<file path="config.mk">
export PLATFORM = sky130hd
export DESIGN_NAME = wwdt_core
export DESIGN_NICKNAME = d
export VERILOG_FILES = /design/src/rtl/wwdt_pkg.sv /design/src/rtl/wwdt_tick_if.sv /design/src/rtl/wwdt_core.sv /design/src/rtl/wwdt_tick_gen.sv
export SDC_FILE = /design/constraint.sdc
export NUM_CORES = 1
export LEC_CHECK = 0
export BUFFER_PORTS_ARGS = -buffer_cell sky130_fd_sc_hd__buf_2
export CAP_MARGIN = 20
export CORE_MARGIN = 3
export CORE_UTILIZATION = 61
export CTS_BUF_LIST = sky130_fd_sc_hd__clkbuf_4
export DETAILED_ROUTE_END_ITERATION = 8
export PLACE_DENSITY = 0.92
export SETUP_SLACK_MARGIN = 0.02
export SYNTH_ARGS = -nofsm -noshare
export SYNTH_HDL_FRONTEND = slang
export SYNTH_SLANG_ARGS = --single-unit
</file>
<file path="constraint.sdc">
create_clock -name pclk -period 4.9 [get_ports pclk]
set_input_delay 0.98 -clock pclk [delete_from_list [all_inputs] [get_ports pclk]]
set_output_delay 0.98 -clock pclk [all_outputs]
set_load 0.02 [all_outputs]
</file>
<file path="src/rtl/wwdt_pkg.sv">
// Functional notes
// The watchdog is a 12-bit down counter loaded from the reload count field.
// The counter steps down once per tick of a slow clock divided by 128.
// After reset the reload field reads 0xFFF and fault reset is enabled.
// A processor reset reloads the watchdog with its initial values.
// Setting the disable bit stops the watchdog counter.
// Only the first mode write after reset is taken; later ones are ignored.
// A mode write reloads the down counter with the new value and restarts it.
// A keyed restart reloads the counter and restarts the divide-by-128 divider.
// Control writes without the correct key have no effect.
// Underflow sets the underflow flag and, if reset enabled, the fault.
// A restart above the window delta is an error, even when disabled.
// A delta at or above the reload value allows restarts anywhere.
// The flags raise the interrupt only while fault interrupt enable is set.
// A watchdog reset clears the processor, the watchdog and both flags.
// Reset or a status read clears flags, interrupt and fault signal.
// In debug or idle state the counter halts as the halt bits select.
// Software puts 0xA5 in bits 31 to 24 of the control register.
// Debug halt at 1 stops counting in debug state; idle halt likewise.
// With reset enabled, the processor-only bit selects processor or all resets.
// A divider tick while the counter is zero counts as an underflow.
package wwdt_pkg;

	// ************************************************************
	// Register map
	// ************************************************************
	localparam logic [11:0] WWDT_OFF_CMD   = 12'h000;
	localparam logic [11:0] WWDT_OFF_MODE  = 12'h004;
	localparam logic [11:0] WWDT_OFF_FLAGS = 12'h008;

	// ************************************************************
	// Field layout and reset values
	// ************************************************************
	localparam int          WWDT_CNT_W       = 12;
	localparam int          WWDT_RELOAD_LSB  = 0;
	localparam int          WWDT_FIEN_BIT    = 12;
	localparam int          WWDT_RSTEN_BIT   = 13;
	localparam int          WWDT_PROC_BIT    = 14;
	localparam int          WWDT_DIS_BIT     = 15;
	localparam int          WWDT_DELTA_LSB   = 16;
	localparam int          WWDT_DBGHLT_BIT  = 28;
	localparam int          WWDT_IDLEHLT_BIT = 29;
	localparam int          WWDT_KEY_LSB     = 24;
	localparam int          WWDT_RESTART_BIT = 0;
	localparam int          WWDT_UNF_BIT     = 0;
	localparam int          WWDT_ERR_BIT     = 1;
	localparam logic [31:0] WWDT_MODE_RST    = 32'h3fff2fff;
	localparam logic [11:0] WWDT_CNT_RST     = 12'hfff;
	localparam logic [7:0]  WWDT_KEY         = 8'ha5;

	// ************************************************************
	// Slow clock divider
	// ************************************************************
	localparam int          WWDT_DIV         = 128;
	localparam logic [6:0]  WWDT_DIV_LAST    = 7'(WWDT_DIV - 1);

endpackage

</file>
<file path="src/rtl/wwdt_tick_if.sv">
`timescale 1ns/1ps
`default_nettype none
interface wwdt_tick_if;
	logic restart;
	logic run;
	logic tick;

	modport core (output restart, output run, input tick);
	modport div  (input restart, input run, output tick);
endinterface
`default_nettype wire

</file>
<file path="src/rtl/wwdt_core.sv">
// The APB register port was chosen for this implementation.
`timescale 1ns/1ps
`default_nettype none
module wwdt_core (
	// Clock and reset
	input  wire logic        pclk,
	input  wire logic        presetn,
	// APB slave
	input  wire logic        psel,
	input  wire logic        penable,
	input  wire logic        pwrite,
	input  wire logic [11:0] paddr,
	input  wire logic [31:0] pwdata,
	output logic [31:0]      prdata,
	output logic             pready,
	output logic             pslverr,
	// Pins
	input  wire logic        slck,
	input  wire logic        debug_state,
	input  wire logic        idle_state,
	// Fault and interrupt
	output logic             fault_to_reset,
	output logic             processor_only_reset_select,
	output logic             watchdog_irq
);
	import wwdt_pkg::*;

	wwdt_tick_if tk ();

	logic [31:0]           watchdog_mode_setup_q;
	logic                  mode_written_q;
	logic [WWDT_CNT_W-1:0] count_q;
	logic                  underflow_flag_q;
	logic                  window_error_flag_q;
	logic                  fault_q;
	logic [1:0]            dbg_sync_q;
	logic [1:0]            idle_sync_q;
	logic [WWDT_CNT_W-1:0] reload_count_field;
	logic [WWDT_CNT_W-1:0] restart_window_delta;
	logic                  access;
	logic                  cmd_wr;
	logic                  key_ok;
	logic                  restart_req;
	logic                  window_err;
	logic                  restart_ok;
	logic                  mode_wr;
	logic                  flags_rd;
	logic                  halted;
	logic                  underflow_ev;
	logic [31:0]           prdata_q;
	logic [31:0]           flags_now;

	// ************************************************************
	// Pin synchronisers
	// ************************************************************
	always_ff @(posedge pclk or negedge presetn) begin
		if (!presetn) begin
			dbg_sync_q  <= 2'h0;
			idle_sync_q <= 2'h0;
		end else begin
			dbg_sync_q  <= {dbg_sync_q[0], debug_state};
			idle_sync_q <= {idle_sync_q[0], idle_state};
		end
	end

	// ************************************************************
	// APB decode
	// ************************************************************
	assign reload_count_field   = watchdog_mode_setup_q[WWDT_RELOAD_LSB +: WWDT_CNT_W];
	assign restart_window_delta = watchdog_mode_setup_q[WWDT_DELTA_LSB +: WWDT_CNT_W];
	assign access      = psel && penable;
	assign cmd_wr      = access && pwrite && (paddr == WWDT_OFF_CMD);
	assign key_ok      = (pwdata[WWDT_KEY_LSB +: 8] == WWDT_KEY);
	assign restart_req = cmd_wr && key_ok && pwdata[WWDT_RESTART_BIT];
	// The window check ignores the disable bit, so a stray restart is caught while disabled.
	assign window_err  = restart_req && (count_q > restart_window_delta);
	assign restart_ok  = restart_req && !window_err;
	assign mode_wr     = access && pwrite && (paddr == WWDT_OFF_MODE) && !mode_written_q;
	assign flags_rd    = access && !pwrite && (paddr == WWDT_OFF_FLAGS);

	assign pready  = 1'b1;
	assign pslverr = psel && penable && (paddr != WWDT_OFF_CMD) &&
		(paddr != WWDT_OFF_MODE) && (paddr != WWDT_OFF_FLAGS);

	// Read data is loaded in the setup cycle so that the access cycle returns a flop; an event
	// on that same edge is folded in, so a flag raised there is reported and not lost.
	always_comb begin
		flags_now = 32'h00000000;
		flags_now[WWDT_UNF_BIT] = underflow_flag_q || underflow_ev;
		flags_now[WWDT_ERR_BIT] = window_error_flag_q || window_err;
	end

	always_ff @(posedge pclk or negedge presetn) begin
		if (!presetn) begin
			prdata_q <= 32'h00000000;
		end else if (psel && !penable) begin
			case (paddr)
				WWDT_OFF_MODE: begin
					prdata_q <= pwrite ? 32'h00000000 : watchdog_mode_setup_q;
				end
				WWDT_OFF_FLAGS: begin
					prdata_q <= pwrite ? 32'h00000000 : flags_now;
				end
				default: begin
					prdata_q <= 32'h00000000;
				end
			endcase
		end
	end

	assign prdata = prdata_q;

	// ************************************************************
	// Mode register, writable once per reset
	// ************************************************************
	always_ff @(posedge pclk or negedge presetn) begin
		if (!presetn) begin
			watchdog_mode_setup_q <= WWDT_MODE_RST;
			mode_written_q        <= 1'b0;
		end else if (mode_wr) begin
			watchdog_mode_setup_q <= pwdata;
			mode_written_q        <= 1'b1;
		end
	end

	// ************************************************************
	// Down counter
	// ************************************************************
	// The divider freezes with the counter, so a halt does not shorten the period that follows.
	assign halted = watchdog_mode_setup_q[WWDT_DIS_BIT] ||
		(dbg_sync_q[1] && watchdog_mode_setup_q[WWDT_DBGHLT_BIT]) ||
		(idle_sync_q[1] && watchdog_mode_setup_q[WWDT_IDLEHLT_BIT]);

	assign tk.run     = !halted;
	assign tk.restart = restart_ok || mode_wr;
	assign underflow_ev = tk.tick && (count_q == 12'h000);

	always_ff @(posedge pclk or negedge presetn) begin
		if (!presetn) begin
			count_q <= WWDT_CNT_RST;
		end else if (mode_wr) begin
			count_q <= pwdata[WWDT_RELOAD_LSB +: WWDT_CNT_W];
		end else if (restart_ok) begin
			count_q <= reload_count_field;
		end else if (underflow_ev) begin
			// The counter re-arms from the reload value so later underflows keep flagging.
			count_q <= reload_count_field;
		end else if (tk.tick) begin
			count_q <= count_q - 12'h001;
		end
	end

	wwdt_tick_gen u_tick (
		.pclk    (pclk),
		.presetn (presetn),
		.slck    (slck),
		.tk      (tk.div)
	);

	// ************************************************************
	// Sticky flags and fault; a new event wins over the clearing read
	// ************************************************************
	always_ff @(posedge pclk or negedge presetn) begin
		if (!presetn) begin
			underflow_flag_q <= 1'b0;
		end else if (underflow_ev) begin
			underflow_flag_q <= 1'b1;
		end else if (flags_rd) begin
			underflow_flag_q <= 1'b0;
		end
	end

	always_ff @(posedge pclk or negedge presetn) begin
		if (!presetn) begin
			window_error_flag_q <= 1'b0;
		end else if (window_err) begin
			window_error_flag_q <= 1'b1;
		end else if (flags_rd) begin
			window_error_flag_q <= 1'b0;
		end
	end

	always_ff @(posedge pclk or negedge presetn) begin
		if (!presetn) begin
			fault_q <= 1'b0;
		end else if ((underflow_ev && watchdog_mode_setup_q[WWDT_RSTEN_BIT]) || window_err) begin
			fault_q <= 1'b1;
		end else if (flags_rd) begin
			fault_q <= 1'b0;
		end
	end

	assign fault_to_reset = fault_q;
	assign processor_only_reset_select = watchdog_mode_setup_q[WWDT_PROC_BIT];
	assign watchdog_irq = watchdog_mode_setup_q[WWDT_FIEN_BIT] &&
		(underflow_flag_q || window_error_flag_q);

	// ************************************************************
	// Checks
	// ************************************************************
	key_guard_a: assert property (@(posedge pclk) disable iff (!presetn)
		(cmd_wr && !key_ok && !window_error_flag_q) |=> !window_error_flag_q)
		else $error("unkeyed control write had an effect");

	mode_once_a: assert property (@(posedge pclk) disable iff (!presetn)
		(mode_written_q && access && pwrite && paddr == WWDT_OFF_MODE)
		|=> (watchdog_mode_setup_q == $past(watchdog_mode_setup_q)))
		else $error("second mode write was taken");

	underflow_set_a: assert property (@(posedge pclk) disable iff (!presetn)
		(tk.tick && count_q == 12'h000)
		|=> underflow_flag_q && (fault_q || !$past(watchdog_mode_setup_q[WWDT_RSTEN_BIT])))
		else $error("underflow did not set the flag");

	window_err_a: assert property (@(posedge pclk) disable iff (!presetn)
		(restart_req && count_q > restart_window_delta && !tk.tick)
		|=> window_error_flag_q && fault_q && count_q == $past(count_q))
		else $error("out of window restart did not fault");

	restart_reload_a: assert property (@(posedge pclk) disable iff (!presetn)
		(restart_req && count_q <= restart_window_delta && !mode_wr)
		|=> (count_q == $past(reload_count_field)) &&
		(window_error_flag_q == $past(window_error_flag_q)))
		else $error("restart did not reload the counter");

	irq_gate_a: assert property (@(posedge pclk) disable iff (!presetn)
		watchdog_irq |-> (watchdog_mode_setup_q[WWDT_FIEN_BIT] &&
		(underflow_flag_q || window_error_flag_q)))
		else $error("interrupt raised without enabled flag");

	read_clear_a: assert property (@(posedge pclk) disable iff (!presetn)
		(flags_rd && !underflow_ev && !window_err)
		|=> !underflow_flag_q && !window_error_flag_q && !fault_to_reset && !watchdog_irq)
		else $error("status read did not clear flags");

	halt_hold_a: assert property (@(posedge pclk) disable iff (!presetn)
		(halted && !tk.restart) |=> (count_q == $past(count_q)))
		else $error("counter moved while halted");

	count_step_a: assert property (@(posedge pclk) disable iff (!presetn)
		(tk.tick && count_q != 12'h000 && !tk.restart)
		|=> (count_q == $past(count_q) - 12'h001))
		else $error("counter did not step down by one");

	mode_reload_a: assert property (@(posedge pclk) disable iff (!presetn)
		mode_wr |=> (count_q == $past(pwdata[WWDT_RELOAD_LSB +: WWDT_CNT_W])) &&
		(watchdog_mode_setup_q == $past(pwdata)))
		else $error("mode write did not reload the counter");

	unkeyed_hold_a: assert property (@(posedge pclk) disable iff (!presetn)
		(cmd_wr && !key_ok && !tk.tick)
		|=> (count_q == $past(count_q)))
		else $error("unkeyed control write moved the counter");

	underflow_rearm_a: assert property (@(posedge pclk) disable iff (!presetn)
		underflow_ev
		|=> (count_q == $past(reload_count_field)))
		else $error("counter did not re-arm after underflow");

	unf_sticky_a: assert property (@(posedge pclk) disable iff (!presetn)
		(underflow_flag_q && !flags_rd)
		|=> underflow_flag_q)
		else $error("underflow flag dropped without a read");

	err_sticky_a: assert property (@(posedge pclk) disable iff (!presetn)
		(window_error_flag_q && !flags_rd)
		|=> window_error_flag_q)
		else $error("error flag dropped without a read");

	fault_hold_a: assert property (@(posedge pclk) disable iff (!presetn)
		(fault_q && !flags_rd)
		|=> fault_q)
		else $error("fault dropped without a read");

	err_disabled_a: assert property (@(posedge pclk) disable iff (!presetn)
		(restart_req && watchdog_mode_setup_q[WWDT_DIS_BIT] && count_q > restart_window_delta)
		|=> window_error_flag_q && fault_q)
		else $error("restart while disabled was not an error");

	window_free_a: assert property (@(posedge pclk) disable iff (!presetn)
		(restart_req && restart_window_delta >= reload_count_field && count_q <= reload_count_field)
		|=> (window_error_flag_q == $past(window_error_flag_q)))
		else $error("restart with open window raised an error");

	idle_halt_a: assert property (@(posedge pclk) disable iff (!presetn)
		(idle_sync_q[1] && watchdog_mode_setup_q[WWDT_IDLEHLT_BIT] && !tk.restart)
		|=> (count_q == $past(count_q)))
		else $error("counter moved in idle with idle halt set");

	debug_halt_a: assert property (@(posedge pclk) disable iff (!presetn)
		(dbg_sync_q[1] && watchdog_mode_setup_q[WWDT_DBGHLT_BIT] && !tk.restart)
		|=> (count_q == $past(count_q)))
		else $error("counter moved in debug with debug halt set");

	read_report_a: assert property (@(posedge pclk) disable iff (!presetn)
		flags_rd |-> (prdata[WWDT_UNF_BIT] == underflow_flag_q) &&
		(prdata[WWDT_ERR_BIT] == window_error_flag_q))
		else $error("status read returned stale flags");

	mode_read_a: assert property (@(posedge pclk) disable iff (!presetn)
		(access && !pwrite && paddr == WWDT_OFF_MODE)
		|-> (prdata == watchdog_mode_setup_q))
		else $error("mode read returned wrong data");

	halt_no_tick_a: assert property (@(posedge pclk) disable iff (!presetn)
		halted |-> !tk.tick)
		else $error("divider ticked while halted");
endmodule
`default_nettype wire

</file>
<file path="src/rtl/wwdt_tick_gen.sv">
`timescale 1ns/1ps
`default_nettype none
module wwdt_tick_gen (
	// Clock and reset
	input  wire logic pclk,
	input  wire logic presetn,
	// Slow clock pin
	input  wire logic slck,
	// Core side
	wwdt_tick_if.div  tk
);
	import wwdt_pkg::*;

	logic [2:0] sync_q;
	logic [6:0] div_q;
	logic       slow_edge;

	// The slow clock is sampled as a plain input; only its synchronised copy feeds the edge.
	always_ff @(posedge pclk or negedge presetn) begin
		if (!presetn) begin
			sync_q <= 3'h0;
		end else begin
			sync_q <= {sync_q[1:0], slck};
		end
	end

	assign slow_edge = sync_q[1] & ~sync_q[2];

	// ************************************************************
	// Divide by 128, cleared by every restart
	// ************************************************************
	always_ff @(posedge pclk or negedge presetn) begin
		if (!presetn) begin
			div_q <= 7'h00;
		end else if (tk.restart) begin
			div_q <= 7'h00;
		end else if (tk.run && slow_edge) begin
			div_q <= div_q + 7'h01;
		end
	end

	assign tk.tick = tk.run && slow_edge && !tk.restart && (div_q == WWDT_DIV_LAST);

	tick_period_a: assert property (@(posedge pclk) disable iff (!presetn)
		tk.tick |=> (div_q == 7'h00))
		else $error("divider did not wrap after a tick");

	div_clear_a: assert property (@(posedge pclk) disable iff (!presetn)
		tk.restart |=> (div_q == 7'h00))
		else $error("restart did not clear the divider");
endmodule
`default_nettype wire

</file>
# Yosys cells after proc, flatten, opt, wreduce, memory -nomap -nowiden
# Index checks and enable logic that the tools add are counted.
classes:
  addsub: 2
  n_lt_le_gt_ge: 1
  eq_ne: 6
  n_mux: 13
  bitwise: 2
  reduce_logical: 44
op_table:
  columns: ["operator", "n"]
  rows:
  - ["one-hot mux 32 bit (2 select lines)", 1]
  - ["2-to-1 mux 12 bit", 4]
  - ["2-to-1 mux 32 bit", 1]
  - ["zero test 12 bit", 2]
  - ["logical AND 1 bit", 23]
  - ["2-to-1 mux 7 bit", 2]
  - ["== test 12 x 3 -> 1 bit (second input constant)", 1]
  - ["== test 12 x 4 -> 1 bit (second input constant)", 1]
  - ["> comparator 12 bit", 1]
  - ["!= test 12 x 3 -> 1 bit (second input constant)", 1]
  - ["!= test 12 x 4 -> 1 bit (second input constant)", 1]
  - ["nonzero test 12 bit", 1]
  - ["subtractor 12 x 1 -> 12 bit (second input constant)", 1]
  - ["== test 8 bit (second input constant)", 1]
  - ["nonzero test 2 bit", 4]
  - ["adder 7 x 1 -> 7 bit (second input constant)", 1]
  - ["== test 7 bit (second input constant)", 1]
  - ["logical OR 1 bit", 7]
  - ["zero test 1 bit", 6]
  - ["2-to-1 mux 1 bit", 4]
  - ["nonzero test 4 bit", 1]
  - ["2-to-1 mux 2 bit", 1]
  - ["bitwise AND 1 bit", 1]
  - ["inverter 1 bit", 1]
totals:
  ff_bits: 94
  inputBits: 52
  output_inout_bits: 37
  word_cells: 79

# Logic depth before layout (Yosys ltp)
depth:
  ltp_word: 16
  mapped_depth: 9
  depth_no_buf: 9

# By module
# Synthesis repeated with hierarchy kept, for this count alone.
hier_totals:
  cells_unflattened: 438
  area_unflattened_um2: 4498.1
modules_own_cells:
  columns: ["module", "n_inst", "cells_per_inst", "area_each_um2", "seq_area_each_um2"]
  rows:
  - ["wwdt_core", 1, 399, 4060.1, 2150.8]
  - ["wwdt_tick_gen", 1, 39, 437.9, 250.2]

# Worst setup path after synthesis
# Ideal clock, no wire load.
synth_path:
  kind: "input-to-output"
  from: "in paddr[7]"
  to: "out pslverr"
  arrival_ns: 1.933
  required_ns: 3.920
  slack_ns: 1.987
  stages: 4
  path_buffers: 0
  path_cell_list: "nor4_1 > nand3_1 > a21o_1 > and3_1"
synth_between:
  elab_chain_len: 4
  elab_cells_between_ends: 6
  classes_between: "eq/ne: 2; reduce/logical: 4"
synth_lines:
  columns: ["item", "line", "text"]
  rows:
  - ["from (decl)", "wwdt_core.sv:12", "input wire logic [11:0] paddr,"]
  - ["nonzero test 12 bit", "wwdt_core.sv:82", "assign pslverr = psel && penable && (paddr != WWDT_OFF_CMD) &&"]
  - ["logical AND 1 bit (2 in series)", "wwdt_core.sv:82", null]
  - ["logical AND 1 bit (*)", "wwdt_core.sv:83", "(paddr != WWDT_OFF_MODE) && (paddr != WWDT_OFF_FLAGS);"]
  - ["to (decl)", "wwdt_core.sv:16", "output logic pslverr,"]
# Every way passes the cells marked *; elsewhere a longest branch is shown, timed or not.

# Worst setup path after layout
layout_path:
  from: "in paddr[0]"
  to: "reg count_q[10]"
layout_between:
  elab_chain_len: 15
  elab_cells_between_ends: 19
  classes_between: "eq/ne: 1; mux: 3; reduce/logical: 15"
layout_lines:
  columns: ["item", "line", "text"]
  rows:
  - ["zero test 12 bit", "wwdt_core.sv:72", "assign cmd_wr = access && pwrite && (paddr == WWDT_OFF_CMD);"]
  - ["logical AND 1 bit", "wwdt_core.sv:72", null]
  - ["logical AND 1 bit (2 in series)", "wwdt_core.sv:74", "assign restart_req = cmd_wr && key_ok && pwdata[WWDT_RESTART_BIT];"]
  - ["logical AND 1 bit", "wwdt_core.sv:76", "assign window_err = restart_req && (count_q > restart_window_delta);"]
  - ["zero test 1 bit", "wwdt_core.sv:77", "assign restart_ok = restart_req && !window_err;"]
  - ["logical AND 1 bit", "wwdt_core.sv:77", null]
  - ["logical OR 1 bit", "wwdt_core.sv:135", "assign tk.restart = restart_ok || mode_wr;"]
  - ["zero test 1 bit", "wwdt_tick_gen.sv:42", "assign tk.tick = tk.run && slow_edge && !tk.restart && (div_q == WWDT_DIV_LAST);"]
  - ["logical AND 1 bit (2 in series)", "wwdt_tick_gen.sv:42", null]
  - ["logical AND 1 bit", "wwdt_core.sv:136", "assign underflow_ev = tk.tick && (count_q == 12'h000);"]
  - ["2-to-1 mux 12 bit", "wwdt_core.sv:145", "end else if (underflow_ev) begin"]
  - ["2-to-1 mux 12 bit", "wwdt_core.sv:143", "end else if (restart_ok) begin"]
  - ["2-to-1 mux 12 bit", "wwdt_core.sv:141", "end else if (mode_wr) begin"]
  - ["to (signal assigned)", "wwdt_core.sv:142", "count_q <= pwdata[WWDT_RELOAD_LSB +: WWDT_CNT_W];"]
  - ["to (signal assigned)", "wwdt_core.sv:144", "count_q <= reload_count_field;"]
  - ["to (signal assigned)", "wwdt_core.sv:147", "count_q <= reload_count_field;"]
  - ["to (decl)", "wwdt_core.sv:32", "logic [WWDT_CNT_W-1:0] count_q;"]
# Several ways; a longest one is shown, not always the timed one.
# A chain may end at the register's enable or synchronous reset.

==> summary.md <==
| Metric | Value |
|---|---|
| Largest net degree at the start of global routing | `65` |
| DR vias/cell | `6.28` |
| Yosys warnings | `0` |
| Synth Register Bits | `94` |
| Grt met1 use | `0.373` |
| Fraction of registers with async set/reset | `1.00` |
| Final-stage net count | `584` |
| Post-synthesis net count | `500` |
| Routed length per instance | `18.5 um` |
| Post-synthesis sequential area ratio | `0.540` |
| Core Rows | `30` |
| Final hold viol count | `0` |
| Worst-Skew Late Latency | `0.46 ns` |
| Hold buffers post-CTS | `0` |
| Final setup violation count | `0` |
| Worst hold path type | `reg2reg` |
| Pwr/cell area | `332 nW/um^2` |
| Max IR drop VDD | `0.179 mV` |
| DR vias | `3890` |
| Average size of a mapped cell | `10.3 um^2` |
| Crit Path Max Fanout | `31` |
| Unrepaired setup endpoints after global routing | `no` |
| CP Class | `in2reg` |
| Arrival time at the worst endpoint | `3.71 ns` |
| DP Worst Slack | `1.19 ns` |
| Core ar. | `6940 um^2` |
| Initial antenna violation count | `0` |
| Ratio of cells with drive above 1 in the final layout | `0.317` |
| WHS | `0.355 ns` |
| Pre-antenna DRT Iters | `5` |
| Vias in the first global route | `3899` |
| CTS sink count | `94` |
| CTS clk-pin slew, worst paths | `0.15 ns` |
| MaxCap Viol Count | `0` |
| Clock buffer count from CTS | `9` |
| Crit path cell chain | `buf_2 > nor4_1 > nand3_1 > or3_1 > o21ai_1 > o21ai_0 > a31o_2` |
| Number of flops mapped to enable cells by yosys | `0` |
| Clock Tree Root | `clkbuf_4` |
| Initial core utilization | `0.641` |
| GRT overflow | `0` |
| Largest buffer count on any clock path | `2` |
| # diodes | `0` |
| Gr usage total | `0.285` |
| Final Critical Period | `3.32 ns` |
| TritonCTS clock tree | `yes` |
| Mapped cell area | `4450 um^2` |
| Met3 usage | `0.0530` |
| Worst path max stage delay | `0.89 ns` |
| Startpoint Class | `input port` |
| Worst Path Required | `5.29 ns` |
| CTS resizes | `0` |
| Io pins | `89` |
| Port bufs | `87` |
| Cell count after synthesis | `434` |
| Die height | `91.4 um` |
| H-Tree Level Count | `3` |
| CP Capture Type | `flip-flop` |
| Crit path max-delay family | `simple AND/OR/NAND/NOR gates` |
| Leak | `2.56 nW` |
| Area Overhead vs Synth | `15.2%` |
| Antenna Nets Post-Route | `0` |
| Least-Margin Pin Slew | `1.12 ns` |
| Final Slew Violations | `0` |
| GRT busiest layer | `met2` |
| First-pass GRT wire length | `18900 um` |
| Outcome | `finished, final reports clean` |
| Placed wire-length estimate | `8250 um` |
| Skew final | `0.0271 ns` |
| Fmax | `301 MHz` |
| Die area | `8350 um^2` |
| Max-Slew Margin vs Limit | `0.244` |
| Routability Congestion | `0.934` |
| DRC | `0` |
| Final wirelength | `11400 um` |
| Crit path buf inv count | `1` |
| GRT met2 Usage | `0.456` |
| Slowest-stage cell, CP | `or3_1` |
| Setup bufs post-CTS | `0` |
| Initial DRC count | `314` |
| Synth unique cells | `59` |
| Die Width | `91.4 um` |
| Setup ws final | `1.58 ns` |
| Most used DFF post-synth | `dfrtp_1` |
| Final setup TNS | `0 ns` |
| Crit share post-route | `0.678` |
layout by cell type (no fill, tap or decap), types with 3 or more instances in the layout:
master / netlist / layout
ha_1: 14 / 14
a22o_1: 30 / 30
o211ai_1: 5 / 5
a221oi_1: 5 / 5
nand2b_1: 4 / 4
nand2_1: 77 / 77
buf_2: 1 / 86
buf_4: 1 / 6
dfrtp_1: 55 / 55
a21o_1: 4 / 4
or4_1: 3 / 3
o31ai_1: 5 / 5
or3_1: 3 / 3
o21ai_0: 21 / 21
a31oi_1: 4 / 4
a31o_2: 4 / 4
nor4_1: 5 / 4
xnor2_1: 7 / 7
clkbuf_4: 0 / 9
dfstp_2: 39 / 39
mux2_2: 3 / 3
a21oi_1: 19 / 19
inv_1: 19 / 19
nand4_1: 8 / 8
nor3_1: 4 / 4
nor2_1: 28 / 27
nand3_1: 7 / 7
where the power goes:
part | total, mW | internal [mW] | switching [mW] | leakage [nW]
clock network | 0.445 | 0.163 | 0.282 | 0.0764
registers | 0.925 | 0.851 | 0.0740 | 1.14
logic | 0.334 | 0.149 | 0.185 | 1.35
per-stage QoR:
step                      power [mW]   util  instances  area, um^2
after global placement          1.23  0.717        603        4980
final                           1.70  0.738        619        5130
after detailed placement        1.26  0.717        603        4980
after global routing            1.78  0.738        619        5130
after CTS                       1.70  0.738        619        5130
after floorplan                 1.14      -        434        4450
area by class of cell:
cell class	instances	area (um^2)
sequential	94	2400
multi-input combinational	302	1910
fill	466	1820
timing repair buffer	92	475
tap	96	120
clock inverter	7	81.3
inverter	19	71.3
clock buffer	9	67.6
state kept, by name (all words and copies together) (netlist names):
name / cells
prdata: 32
count_q: 12
window_error_flag_q: 1
mode_written_q: 1
idle_sync_q: 2
underflow_flag_q: 1
u_tick.sync_q: 3
dbg_sync_q: 2
fault_to_reset: 1
watchdog_mode_setup_q: 32
u_tick.div_q: 7
Yosys cell counts (all sizes together), types with 7 or more instances:
cell type,n,area share
nand4,8,0.011
dfstp,39,0.23
nand2,77,0.065
xnor2,7,0.014
dfrtp,55,0.31
o21ai,23,0.026
ha,14,0.039
inv,19,0.016
nand3,7,0.0079
a22o,31,0.061
clkbuf,17,0.014
nor2,28,0.024
a21oi,19,0.021
routing by layer:
layer  share of wire  vias to the layer above
li1                -                     1730
met1            0.41                     1880
met4           0.029                        0
met2            0.48                      243
met3           0.086                       37
met5               0                        -
worst paths after layout:
| kind | startpoint | endpoint | slack (ns) | depth (start not counted) |
|---|---|---|---|---|
| hold / removal | dbg_sync_q[0] | dbg_sync_q[1] | 0.36 | 0 |
| hold reg to reg | dbg_sync_q[0] | dbg_sync_q[1] | 0.36 | 0 |
| min in group asynchronous | presetn | prdata[18] | 0.56 | 1 |
| max in group asynchronous | presetn | count_q[11] | 3.38 | 2 |
| setup reg to reg | count_q[0] | count_q[11] | 1.85 | 9 |
| setup / recovery | paddr[0] | count_q[10] | 1.58 | 7 |
worst reg2reg max path, delay by kind of cell, from the launching register on:
kind | cells | cell delay, ns
compound gates | 3 | 0.74
fa+ha+maj | 1 | 0.22
buf+inv | 1 | 0.13
flops | 1 | 0.41
simple gates | 4 | 1.48
kinds of logic (layout without fill, tap and decap cells):
group           after synthesis  count (layout)  synth area share
fa+ha+maj                    14              14            0.0394
flops                        94              94             0.540
buf+inv                      38             127            0.0332
mux                           4               4           0.00984
xor+xnor                      9               9            0.0177
simple gates                157             157             0.169
compound gates              117             117             0.190
other cells                   1               1          0.000843
Note: power is estimated with default switching activity, not from simulation.
